### src/verilog/tws_params.svh
`ifndef TWS_PARAMS_SVH
`define TWS_PARAMS_SVH
// Register indexes; the bus byte address is four times the index.
`define TWS_IDX_ADDR0 8'h9b
`define TWS_IDX_ADDR1 8'h91
`define TWS_IDX_ADDR2 8'h92
`define TWS_IDX_ADDR3 8'h93
`define TWS_IDX_DATA 8'h9a
`define TWS_IDX_CTRL 8'he8
`define TWS_IDX_ENAB 8'he9
// Reset values.
`define TWS_RST_ADDR0 8'h55
`define TWS_RST_ADDRN 8'h7f
`define TWS_RST_DATA 8'h00
// Bit positions in the two-wire control register.
`define TWS_B_DOUT 7
`define TWS_B_DDRV 6
`define TWS_B_COUT 5
`define TWS_B_DIN 4
`define TWS_B_MSTR 3
`define TWS_B_SRST 2
`define TWS_B_DIR 1
`define TWS_B_FLAG 0
// Bit positions in the enable register.
`define TWS_B_PEN 0
`define TWS_B_REMAP 1
`define TWS_B_IEN 2
`define TWS_B_GIE 3
`define TWS_B_HALT 4
// Fixed interrupt vector of the byte-complete event.
`define TWS_VECTOR 16'h003b
// Spike filter: shortest pulse kept, and the clock period.
`define TWS_SPIKE_NS 50
`define TWS_CLK_NS 40
`define TWS_FILT_CYC ((`TWS_SPIKE_NS + `TWS_CLK_NS - 1) / `TWS_CLK_NS)
`endif

### src/verilog/tws_pkg.sv
package tws_pkg;

  // Slave controller states.
  typedef enum logic [2:0] {
    ST_IDLE = 3'b000,
    ST_ADDR = 3'b001,
    ST_AACK = 3'b010,
    ST_RX = 3'b011,
    ST_RACK = 3'b100,
    ST_TX = 3'b101,
    ST_TACK = 3'b110,
    ST_WAIT = 3'b111
  } tws_fsm_t;

  // Complete state of the block.
  typedef struct packed {
    tws_fsm_t st;
    logic sda_s1;
    logic sda_s2;
    logic scl_s1;
    logic scl_s2;
    logic sda_f;
    logic scl_f;
    logic [3:0] sda_fc;
    logic [3:0] scl_fc;
    logic [7:0] shift;
    logic [3:0] bits;
    logic nak;
    logic sdl;
    logic [7:0] dbuf;
    logic [3:0][7:0] addr;
    logic mstr;
    logic ddrv;
    logic dout;
    logic cout;
    logic din;
    logic srst;
    logic pen;
    logic remap;
    logic ien;
    logic gie;
    logic flag;
    logic dir;
    logic acc;
    logic halt;
    logic sda_o;
    logic sda_oe;
    logic scl_o;
    logic scl_oe;
    logic irq;
    logic ack;
    logic [7:0] rdat;
  } tws_state_t;

endpackage

### src/verilog/tws_top.sv
// Design decision made here: the Wishbone slave port.
`timescale 1ns/1ps
`include "tws_params.svh"
// Overview of operation
// - Match address against four programmable registers.
// - Ignore line pulses shorter than 50 ns.
// - Repeated start detected only after receiving.
// - Master-select bit picks software master mode.
// - Data drive enable drives data output level.
// - Master mode drives clock from clock bit.
// - Data input latched on clock rising edge.
// - Reset comes up idle in slave mode.
// - Enabled when peripheral enable clear or remap.
// - Flag set after valid start and address.
// - Interrupt needs flag, enable, global enable.
// - Data register access clears flag, interrupt.
// - Second access per event halts until reset.
// - Byte event vectors to fixed address 003BH.
// - First byte shows address and direction bit.
// - Direction flag selects transmit or receive.
// - Clock held low until flag cleared.
// - Flag only for acknowledged bytes.
// - Events continue until stop, not-acknowledge, halt or reset.
// - Stop or not-acknowledge returns to idle.
// - Soft reset forces idle state.
// - Interface held in reset while bit set.
// - Device sets direction flag itself.

module tws_top #(
  parameter int AW = 10,
  parameter int FILT = `TWS_FILT_CYC
) (
  input wire logic clk_i,
  input wire logic rst_n_i,
  input wire logic ce_i,
  input wire logic cyc_i,
  input wire logic stb_i,
  input wire logic we_i,
  input wire logic [AW-1:0] adr_i,
  input wire logic [3:0] sel_i,
  input wire logic [31:0] dat_i,
  output logic [31:0] dat_o,
  output logic ack_o,
  input wire logic sda_i,
  output logic sda_o,
  output logic sda_oe_o,
  input wire logic scl_i,
  output logic scl_o,
  output logic scl_oe_o,
  output logic irq_o,
  output logic [15:0] irq_vector_o
);

  // Refuse settings that the address decode or filter cannot serve.
  if (AW < 10 || FILT < 1 || FILT > 15) begin : g_chk
    $error("tws_top: unsupported AW or FILT");
  end

  // Registered state and its next value.
  tws_pkg::tws_state_t q;
  tws_pkg::tws_state_t n;

  // Bus decode helpers.
  logic req;
  logic [7:0] idx;
  logic mapped;
  logic wr;
  logic dacc;
  // Line events seen on the filtered signals.
  logic scl_rise;
  logic scl_fall;
  logic start;
  logic stop;
  logic active;

  // Builds the state after reset: slave mode, idle, lines released.
  function automatic tws_pkg::tws_state_t rst_val();
    tws_pkg::tws_state_t r;
    r = '0;
    r.st = tws_pkg::ST_IDLE;
    r.sda_s1 = 1'b1;
    r.sda_s2 = 1'b1;
    r.scl_s1 = 1'b1;
    r.scl_s2 = 1'b1;
    r.sda_f = 1'b1;
    r.scl_f = 1'b1;
    r.dbuf = `TWS_RST_DATA;
    r.addr[0] = `TWS_RST_ADDR0;
    r.addr[1] = `TWS_RST_ADDRN;
    r.addr[2] = `TWS_RST_ADDRN;
    r.addr[3] = `TWS_RST_ADDRN;
    r.cout = 1'b1;
    r.dout = 1'b1;
    r.sda_o = 1'b1;
    r.scl_o = 1'b1;
    return r;
  endfunction

  localparam tws_pkg::tws_state_t RST = rst_val();

  // Spike filter: a new level is taken only once it has stood for
  // FILT samples; returns the level above the count.
  function automatic logic [4:0] filt(input logic lvl,
                                      input logic [3:0] cnt,
                                      input logic raw);
    logic [3:0] c;
    c = cnt + 4'h1;
    if (raw == lvl)
    begin
      filt = {lvl, 4'h0};
    end
    else if (c >= 4'(FILT))
    begin
      filt = {raw, 4'h0};
    end
    else
    begin
      filt = {lvl, c};
    end
  endfunction

  // True when the 7-bit address in the byte matches any register.
  function automatic logic hit_any(input logic [7:0] b,
                                   input logic [3:0][7:0] a);
    hit_any = 1'b0;
    for (int i = 0; i < 4; i++)
    begin
      if (b[7:1] == a[i][6:0])
      begin
        hit_any = 1'b1;
      end
    end
  endfunction

  // All next-state logic of the block.
  always_comb
  begin
    n = q;
    // Pins pass two flip-flops before anything reads them.
    n.sda_s1 = sda_i;
    n.sda_s2 = q.sda_s1;
    n.scl_s1 = scl_i;
    n.scl_s2 = q.scl_s1;
    {n.sda_f, n.sda_fc} = filt(q.sda_f, q.sda_fc, q.sda_s2);
    {n.scl_f, n.scl_fc} = filt(q.scl_f, q.scl_fc, q.scl_s2);
    scl_rise = ~q.scl_f & n.scl_f;
    scl_fall = q.scl_f & ~n.scl_f;
    start = q.scl_f & n.scl_f & q.sda_f & ~n.sda_f;
    stop = q.scl_f & n.scl_f & ~q.sda_f & n.sda_f;

    // A classic cycle is answered with a one-cycle acknowledge.
    req = cyc_i & stb_i & ~q.ack;
    n.ack = req;
    idx = adr_i[9:2];
    mapped = ((adr_i >> 10) == '0) && (adr_i[1:0] == 2'b00);
    wr = req & we_i & sel_i[0] & mapped;
    dacc = req & mapped & (idx == `TWS_IDX_DATA);

    // Read data is latched with the acknowledge; unmapped reads zero.
    n.rdat = 8'h00;
    if (req && mapped)
    begin
      unique case (idx)
        `TWS_IDX_ADDR0: n.rdat = q.addr[0];
        `TWS_IDX_ADDR1: n.rdat = q.addr[1];
        `TWS_IDX_ADDR2: n.rdat = q.addr[2];
        `TWS_IDX_ADDR3: n.rdat = q.addr[3];
        `TWS_IDX_DATA: n.rdat = q.dbuf;
        `TWS_IDX_CTRL:
        begin
          n.rdat[`TWS_B_DOUT] = q.dout;
          n.rdat[`TWS_B_DDRV] = q.ddrv;
          n.rdat[`TWS_B_COUT] = q.cout;
          n.rdat[`TWS_B_DIN] = q.din;
          n.rdat[`TWS_B_MSTR] = q.mstr;
          n.rdat[`TWS_B_SRST] = q.srst;
          n.rdat[`TWS_B_DIR] = q.dir;
          n.rdat[`TWS_B_FLAG] = q.flag;
        end
        `TWS_IDX_ENAB:
        begin
          n.rdat[`TWS_B_PEN] = q.pen;
          n.rdat[`TWS_B_REMAP] = q.remap;
          n.rdat[`TWS_B_IEN] = q.ien;
          n.rdat[`TWS_B_GIE] = q.gie;
          n.rdat[`TWS_B_HALT] = q.halt;
        end
        default: n.rdat = 8'h00;
      endcase
    end

    // Register writes; status bits are not writable.
    if (wr)
    begin
      unique case (idx)
        `TWS_IDX_ADDR0: n.addr[0] = dat_i[7:0];
        `TWS_IDX_ADDR1: n.addr[1] = dat_i[7:0];
        `TWS_IDX_ADDR2: n.addr[2] = dat_i[7:0];
        `TWS_IDX_ADDR3: n.addr[3] = dat_i[7:0];
        `TWS_IDX_DATA: n.dbuf = dat_i[7:0];
        `TWS_IDX_CTRL:
        begin
          n.dout = dat_i[`TWS_B_DOUT];
          n.ddrv = dat_i[`TWS_B_DDRV];
          n.cout = dat_i[`TWS_B_COUT];
          n.mstr = dat_i[`TWS_B_MSTR];
          n.srst = dat_i[`TWS_B_SRST];
        end
        `TWS_IDX_ENAB:
        begin
          n.pen = dat_i[`TWS_B_PEN];
          n.remap = dat_i[`TWS_B_REMAP];
          n.ien = dat_i[`TWS_B_IEN];
          n.gie = dat_i[`TWS_B_GIE];
        end
        default: n.acc = q.acc;
      endcase
    end

    // Any data register access clears the flag; a second access
    // before the next event stops the controller.
    if (dacc)
    begin
      n.flag = 1'b0;
      if (q.acc)
      begin
        n.halt = 1'b1;
      end
      n.acc = 1'b1;
    end

    if (scl_rise)
    begin
      n.din = n.sda_f;
    end

    // The slave runs only when enabled, in slave mode, not halted
    // and out of soft reset.
    // enable condition
    active = (~q.pen | q.remap) & ~q.mstr & ~q.halt & ~q.srst;

    if (q.srst)
    begin
      n.halt = 1'b0;
      n.flag = 1'b0;
      n.acc = 1'b0;
      n.dir = 1'b0;
    end

    // Slave state machine.
    if (!active)
    begin
      n.st = tws_pkg::ST_IDLE;
      n.sdl = 1'b0;
    end
    else if (stop)
    begin
      n.st = tws_pkg::ST_IDLE;
      n.sdl = 1'b0;
    end
    else if (start && (q.st == tws_pkg::ST_IDLE || !q.dir))
    begin
      n.st = tws_pkg::ST_ADDR;
      n.bits = 4'h0;
      n.sdl = 1'b0;
    end
    else
    begin
      unique case (q.st)
        tws_pkg::ST_IDLE:
        begin
          n.sdl = 1'b0;
        end
        tws_pkg::ST_ADDR:
        begin
          // Address and direction bit shift in MSB first.
          if (scl_rise)
          begin
            n.shift = {q.shift[6:0], n.sda_f};
            n.bits = q.bits + 4'h1;
          end
          else if (scl_fall && q.bits == 4'h8)
          begin
            if (hit_any(q.shift, q.addr))
            begin
              n.sdl = 1'b1;
              n.st = tws_pkg::ST_AACK;
              n.dir = q.shift[0];
              n.dbuf = q.shift;
            end
            else
            begin
              n.st = tws_pkg::ST_IDLE;
            end
          end
        end
        tws_pkg::ST_AACK, tws_pkg::ST_RACK:
        begin
          // The acknowledge ends at the falling clock edge.
          if (scl_fall)
          begin
            n.sdl = 1'b0;
            n.flag = 1'b1;
            n.acc = 1'b0;
            n.st = tws_pkg::ST_WAIT;
          end
        end
        tws_pkg::ST_RX:
        begin
          // Received data shifts in MSB first.
          if (scl_rise)
          begin
            n.shift = {q.shift[6:0], n.sda_f};
            n.bits = q.bits + 4'h1;
          end
          else if (scl_fall && q.bits == 4'h8)
          begin
            n.sdl = 1'b1;
            n.dbuf = q.shift;
            n.st = tws_pkg::ST_RACK;
          end
        end
        tws_pkg::ST_TX:
        begin
          // Each bit is set up after a falling edge.
          if (scl_rise)
          begin
            n.bits = q.bits + 4'h1;
          end
          else if (scl_fall)
          begin
            if (q.bits == 4'h8)
            begin
              n.sdl = 1'b0;
              n.st = tws_pkg::ST_TACK;
            end
            else
            begin
              n.sdl = ~q.shift[6];
              n.shift = {q.shift[6:0], 1'b0};
            end
          end
        end
        tws_pkg::ST_TACK:
        begin
          // The master's answer is sampled at the rising edge.
          if (scl_rise)
          begin
            n.nak = n.sda_f;
          end
          else if (scl_fall)
          begin
            if (q.nak)
            begin
              n.st = tws_pkg::ST_IDLE;
            end
            else
            begin
              n.flag = 1'b1;
              n.acc = 1'b0;
              n.st = tws_pkg::ST_WAIT;
            end
          end
        end
        tws_pkg::ST_WAIT:
        begin
          if (!q.flag)
          begin
            n.bits = 4'h0;
            if (q.dir)
            begin
              n.shift = q.dbuf;
              n.sdl = ~q.dbuf[7];
              n.st = tws_pkg::ST_TX;
            end
            else
            begin
              n.st = tws_pkg::ST_RX;
            end
          end
        end
      endcase
    end

    // Pin drivers.
    if (q.mstr)
    begin
      n.sda_oe = q.ddrv;
      n.sda_o = q.dout;
      n.scl_oe = 1'b1;
      n.scl_o = q.cout;
    end
    else
    begin
      // The slave only ever pulls the lines low.
      n.sda_oe = n.sdl;
      n.sda_o = 1'b0;
      n.scl_oe = (n.st == tws_pkg::ST_WAIT);
      n.scl_o = 1'b0;
    end

    n.irq = n.flag & q.ien & q.gie;
  end

  // State register; the clock enable freezes everything.
  always_ff @(posedge clk_i or negedge rst_n_i)
  begin
    if (!rst_n_i)
    begin
      q <= RST;
    end
    else if (ce_i)
    begin
      q <= n;
    end
  end

  // Outputs come straight from the state register, except the fixed interrupt vector.
  assign dat_o = {24'h000000, q.rdat};
  assign ack_o = q.ack;
  assign sda_o = q.sda_o;
  assign sda_oe_o = q.sda_oe;
  assign scl_o = q.scl_o;
  assign scl_oe_o = q.scl_oe;
  assign irq_o = q.irq;
  assign irq_vector_o = `TWS_VECTOR;

endmodule // tws_top

### config.mk
export PLATFORM = sky130hd
export DESIGN_NAME = tws_top
export DESIGN_NICKNAME = d
export VERILOG_FILES = /design/src/verilog/tws_pkg.sv /design/src/verilog/tws_top.sv
export VERILOG_INCLUDE_DIRS = /design/src /design/src/verilog
export SDC_FILE = /design/constraint.sdc
export NUM_CORES = 1
export LEC_CHECK = 0
export ABC_AREA = 0
export ABC_CLOCK_PERIOD_IN_PS = 2800
export BUFFER_PORTS_ARGS = -buffer_cell sky130_fd_sc_hd__clkbuf_2
export CAP_MARGIN = 20
export CORE_MARGIN = 2
export CORE_UTILIZATION = 40
export DETAILED_ROUTE_END_ITERATION = 12
export MAX_ROUTING_LAYER = met4
export PLACE_DENSITY = 0.62
export SLEW_MARGIN = 20
export SYNTH_ARGS = -nofsm -noshare
export SYNTH_HDL_FRONTEND = slang
export SYNTH_SLANG_ARGS = --single-unit
### constraint.sdc
create_clock -name clk_i -period 2.8 [get_ports clk_i]
set_input_delay 0.14 -clock clk_i [delete_from_list [all_inputs] [get_ports clk_i]]
set_output_delay 0.14 -clock clk_i [all_outputs]
set_load 0.03 [all_outputs]
==> results of run 1 <==
-- routing by layer --
layer	up-vias	wire length [um]	GRT usage
met1	2155	6580	0.259
met2	207	6320	0.277
met3	36	889	0.0372
met4	0	394	0.0850
met5	-	0	-
li1	2020	-	-
-- state kept, by name (all words and copies together), names as in the netlist --
signal / cells
q: 83
dat_o: 8
n: 2
ack_o: 1
irq_o: 1
scl_o: 1
scl_oe_o: 1
sda_o: 1
sda_oe_o: 1
-- repair_timing --
item / 4_1_cts / 5_1_grt
setup endpoints to repair: 0 / 13
hold buffers: 1 / 0
gates resized for setup: 0 / 1
hold endpoints to repair: 33 / 0
-- through the flow --
step / power (W) / util / cells
after detailed placement: 0.00301 / 0.425 / 764
after global placement: 0.00298 / 0.425 / 764
after global routing: 0.00458 / 0.448 / 781
after floorplan: 0.00268 / - / 595
after CTS: 0.00435 / 0.448 / 781
final: 0.00435 / 0.448 / 781
-- report_power, final --
part / internal (W) / switching (W)
clock network: 0.000771 / 0.000559
registers: 0.00158 / 0.000231
logic: 0.000493 / 0.000711
total: 0.00285 / 0.00150
-- cell type report --
type,count,area (um^2),share of cell area
clock inverters,4,55.1,0.00851
multi-input cells,404,2960,0.458
flip-flops and latches,99,2520,0.390
well taps,184,230,0.0356
clock buffers,12,267,0.0412
repair buffers,59,360,0.0557
inverters,19,71.3,0.0110
-- layout by cell type (no fill, tap or decap), types with 9 or more instances in the layout --
cell type	count
xnor2_1	12
clkbuf_16	9
nor2_1	26
inv_1	17
clkbuf_2	39
nand2_1	31
o211ai_1	18
nand3_1	18
mux2i_1	10
dfrtp_1	64
dfstp_2	35
o2bb2ai_1	10
a21oi_1	12
xor2_1	16
nor2b_1	13
o21ai_0	25
mux2_2	64
buf_4	18
conb_1	40
-- cells in the mapped netlist (all sizes together) (3+ instances only) --
cell	n	area [um^2]
dfrtp	64	1600
mux2	64	721
buf	56	400
dfstp	35	920
nand2	31	116
nor2	26	97.6
o21ai	25	125
nand3	18	90.1
o211ai	18	135
clkbuf	17	63.8
inv	17	63.8
xor2	16	140
nor2b	13	81.3
a21oi	12	60.1
xnor2	12	105
mux2i	10	100
o2bb2ai	10	87.6
a221oi	8	70.1
nor3	8	50.1
nand4	7	43.8
ha	6	75.1
nand2b	6	37.5
a21o	5	37.5
a22oi	5	37.5
a31oi	5	31.3
mux4	5	113
nor4	5	31.3
and3	4	25.0
o31ai	4	30.0
a31o	3	26.3
nand3b	3	22.5
nor3b	3	27.5
or3	3	23.8
-- worst paths after layout --
kind | from | endpoint | depth (start not counted) | slack (ps)
max | q[82] | q[78] | 7 | 130
min | sda_i | n[94] | 2 | 30
max reg2reg | q[82] | q[78] | 7 | 130
min reg2reg | scl_o | scl_o | 2 | 470
max in group asynchronous | rst_n_i | q[24] | 3 | 1680
min in group asynchronous | rst_n_i | q[84] | 2 | 340
-- worst reg2reg max path, delay by kind of cell, from the launching register on --
family	cells	cell delay (ps)
flops	1	440
compound gates	3	1110
mux	1	330
simple gates	2	410
fa+ha+maj	1	260
-- kinds of logic (layout without fill, tap and decap cells) --
group,Yosys count,in the layout,synth area share
buf+inv,92,94,0.0912
mux,79,79,0.159
fa+ha+maj,6,6,0.0128
simple gates,135,135,0.120
xor+xnor,28,28,0.0418
compound gates,116,116,0.144
other cells,2,40,0.00128
flops,99,99,0.429
==> run metrics, run 1 <==
Least-Margin Pin Slew=918 ps; Die X=125 um; Achievable Freq=between 300 and 400 MHz; total CTS buffers=9; Hold WS=between 20 and 30 ps; gr usage total=0.190; Max Cap Viol=0; Min-Delay Path Class=in -> reg; Vias=~4400; CP delay by family, top=compound AO/OA/AOI/OAI gates; Clock Path Buffers=2; Peak VDD IR=360 uV; CP Capture Type=flip-flop; gpl congestion=0.909; nets=roughly 650; total congestion overflow=0; vias in the first global route=between 4000 and 5000; CP Data Arrival Time=~2900 ps; ant diodes=0; largest stage delay on the critical path=~730 ps; htree depth=3; Area Growth Syn to Fin=10.2%; share of cells above drive strength 1=0.318; syn avg cell area=about 11 um^2; share of the yosys chip area belonging to registers=0.429; ys flop type=dfrtp_1; CTS tree=built; Routed Antenna Nets=0; PD cells=approximately 670 mW/mm^2; number of enable flip-flop cells after synthesis=0; io pins=between 100 and 150; Cell Area, Synth=0.00587 mm^2; post-synthesis cell type count=65; synth warn=0; detailed placement HPWL=roughly 10000 um; Tcrit/Tclk final=0.952; FILL cells=roughly 1300; Die ar.=between 0.015 and 0.02 mm^2; largest net degree at the start of global routing=58; initial cell density of the core=0.407; Finished Cell Area=between 0.006 and 0.007 mm^2; Pre-antenna DRT Iters=5; setup_tns=0 ps; Slowest cell on crit path=o31ai_1; RSZ-0062 raised after global routing=yes; crit-path cells=ha_1 > nor3_1 > a41o_1 > a21oi_1 > o31ai_1 > nor3_4 > mux2_2; crit path buf inv count=0; #FFs+latches synth=99; die span in y=around 130 um; antenna violations before repair=0; DRC viols=0; Root Driver=clkbuf_16; Port Buf Inserts=40; post-DR vias/cell=about 5.7; FFs w/ async S/R, synth=1.00; worst skew pair latency=approximately 350 ps; Slew Limit Fails=0; Crit Path Class=reg -> reg; final setup fails=0; global-route wire length before repair=23100 um; Max FO, Critical Path=9; core box area=0.0144 mm^2; Post-Synthesis Cells=~560; Final Hold Fails=0; # clock sinks=just under 100; WP data required=3030 ps; minimum clock period after layout=about 2700 ps; final worst slack=between 100 and 150 ps; Place WS=around 140 ps; Rel. slew slack=0.387; startpoint class of the critical path=flip-flop; FP Rows=44; Routed WL=about 14000 um; status=completed; Iter 0 DRT Violations=384; routed len/inst=~18 um; leakage=~2.9 nW; clock transition at the registers of the reported paths=~70 ps; Final Skew=about 7.7 ps; Placed Area=0.00613 mm^2; postcts setup bufs=0
Power figures use the tool's default switching activity.
==> run 2: changes to the inputs <==
==> constraint.sdc (replaced) <==
create_clock -name clk_i -period 2.8 [get_ports clk_i]
set_input_delay 0.56 -clock clk_i [delete_from_list [all_inputs] [get_ports clk_i]]
set_output_delay 0.56 -clock clk_i [all_outputs]
set_load 0.03 [all_outputs]
==> run metrics, run 2 (synthesis results as in run 1) <==
Root Driver=clkbuf_16; commonest cells after routing, fill and taps aside=mux2_2 (64), dfrtp_1 (64), conb_1 (40); post-DR vias/cell=5.60 (-0.93%); core box area=0.0144 mm^2 (unchanged); global-route wire length before repair=23100 um (+0.18%); share of cells above drive strength 1=0.315 (-0.00335); worst skew pair latency=340 ps (about the same); Final Hold Fails=0 (unchanged); final setup fails=0 (unchanged); final worst slack=162 ps (+27.5 ps); Placed Area=0.00613 mm^2 (unchanged); RSZ-0062 raised after global routing=no; io pins=108 (unchanged); Place WS=177 ps (+37.6 ps); Peak VDD IR=304 uV (-16%); antenna violations before repair=0 (unchanged); WP data required=3030 ps (about the same); Slowest cell on crit path=nor3_2; crit-path cells=ha_1 > nor3_1 > a41o_1 > a21oi_1 > o221ai_1 > nor3_2 > mux2_2; largest stage delay on the critical path=640 ps (-90 ps); Final Skew=8.41 ps (+0.662 ps); clock transition at the registers of the reported paths=70 ps (about the same); initial cell density of the core=0.407 (unchanged); Rel. slew slack=0.501 (+0.115); largest net degree at the start of global routing=99 (+71%); minimum clock period after layout=2640 ps (-27.5 ps); Routed WL=14300 um (+0.69%); # clock sinks=99 (unchanged); Vias=4377 (-0.93%); FP Rows=44 (unchanged); Max FO, Critical Path=9 (unchanged); Port Buf Inserts=40 (unchanged); Die ar.=0.0157 mm^2 (unchanged); CTS tree=built; vias in the first global route=4223 (-2.2%); Tcrit/Tclk final=0.942 (-0.00981); Die X=125 um (unchanged); Routed Antenna Nets=0 (unchanged); Most flops, register=q; die span in y=125 um (unchanged); total CTS buffers=9 (unchanged); Clock Path Buffers=2 (unchanged); leakage=2.85 nW (-0.72%); FILL cells=1321 (+1.5%); routed len/inst=18.3 um (+0.69%); Area Growth Syn to Fin=9.59%; DRC viols=0 (unchanged); Hold WS=456 ps (+429 ps); total congestion overflow=0 (unchanged); status=completed; detailed placement HPWL=10300 um (about the same); gr usage total=0.192 (+0.00185); htree depth=3 (unchanged); CP delay by family, top=simple AND/OR/NAND/NOR gates; Pre-antenna DRT Iters=5 (unchanged); Slew Limit Fails=0 (unchanged); PD cells=655 mW/mm^2 (-2.6%); Design Power=0.00421 W (-3.1%); Finished Cell Area=0.00643 mm^2 (-0.52%); gpl congestion=0.896 (-1.4%); CP Data Arrival Time=2870 ps (-30 ps); ant diodes=0 (unchanged); Achievable Freq=379 MHz (+1.0%); startpoint class of the critical path=flip-flop; Iter 0 DRT Violations=438 (+14%); nets=652 (unchanged); Crit Path Class=reg -> reg; Largest register FFs=83 (unchanged); Min-Delay Path Class=in -> reg; crit path buf inv count=0 (unchanged); CP Capture Type=flip-flop; Max Cap Viol=0 (unchanged); setup_tns=0 ps (unchanged); Least-Margin Pin Slew=744 ps (-174 ps)
## run 2: worst paths after layout
check                             start  endpoint  slack, ps  cells past startpoint
worst min-delay path              scl_i     n[92]        460                      2
max in group asynchronous       rst_n_i     q[91]       1570                      3
min in group asynchronous       rst_n_i     q[70]        530                      2
worst max-delay path              q[82]     q[78]        160                      7
worst max register to register    q[82]     q[78]        160                      7
worst min register to register    sda_o     sda_o        480                      2
## run 2: repair_timing
action / in CTS / in global routing
endpoints found under the setup margin: 0 / 8
resized for setup: 0 / 1
hold endpoints to repair: 1 / 0
setup buffers: 0 / 0
hold buffers: 1 / 0
## run 2: worst register-to-register path, cell delays in order, from the launching register on
cell,delay (ps)
dfrtp_1,470
ha_1,230
nor3_1,70
a41o_1,290
a21oi_1,260
o221ai_1,150
nor3_2,640
mux2_2,410
## run 2: cell type report
| type | count | area (um^2) | share of cell area |
|---|---|---|---|
| Tap cell | 184 | 230 | 0.0358 |
| Multi-Input combinational cell | 404 | 2970 | 0.462 |
| Timing Repair Buffer | 59 | 360 | 0.0560 |
| Sequential cell | 99 | 2520 | 0.392 |
| Clock inverter | 3 | 21.3 | 0.00331 |
| Clock buffer | 13 | 260 | 0.0404 |
| Inverter | 19 | 71.3 | 0.0111 |
## run 2: routing by layer
| layer | share of wire | global-route usage |
|---|---|---|
| met5 | 0 | - |
| met4 | 0.025 | 0.0680 |
| met3 | 0.052 | 0.0355 |
| met2 | 0.45 | 0.287 |
| met1 | 0.47 | 0.263 |
## run 2: stage by stage
stage               instances  utilization
floorplan                 595            -
global placement          764        0.425
detailed placement        764        0.425
CTS                       781        0.445
global route              781        0.446
finish                    781        0.446
## run 2: report_power, final
| part | total (W) | internal [W] | switching, W |
|---|---|---|---|
| Clock | 0.00120 | 0.000655 | 0.000548 |
| Sequential | 0.00183 | 0.00158 | 0.000252 |
| Combinational | 0.00118 | 0.000488 | 0.000689 |
| Total | 0.00421 | 0.00272 | 0.00149 |
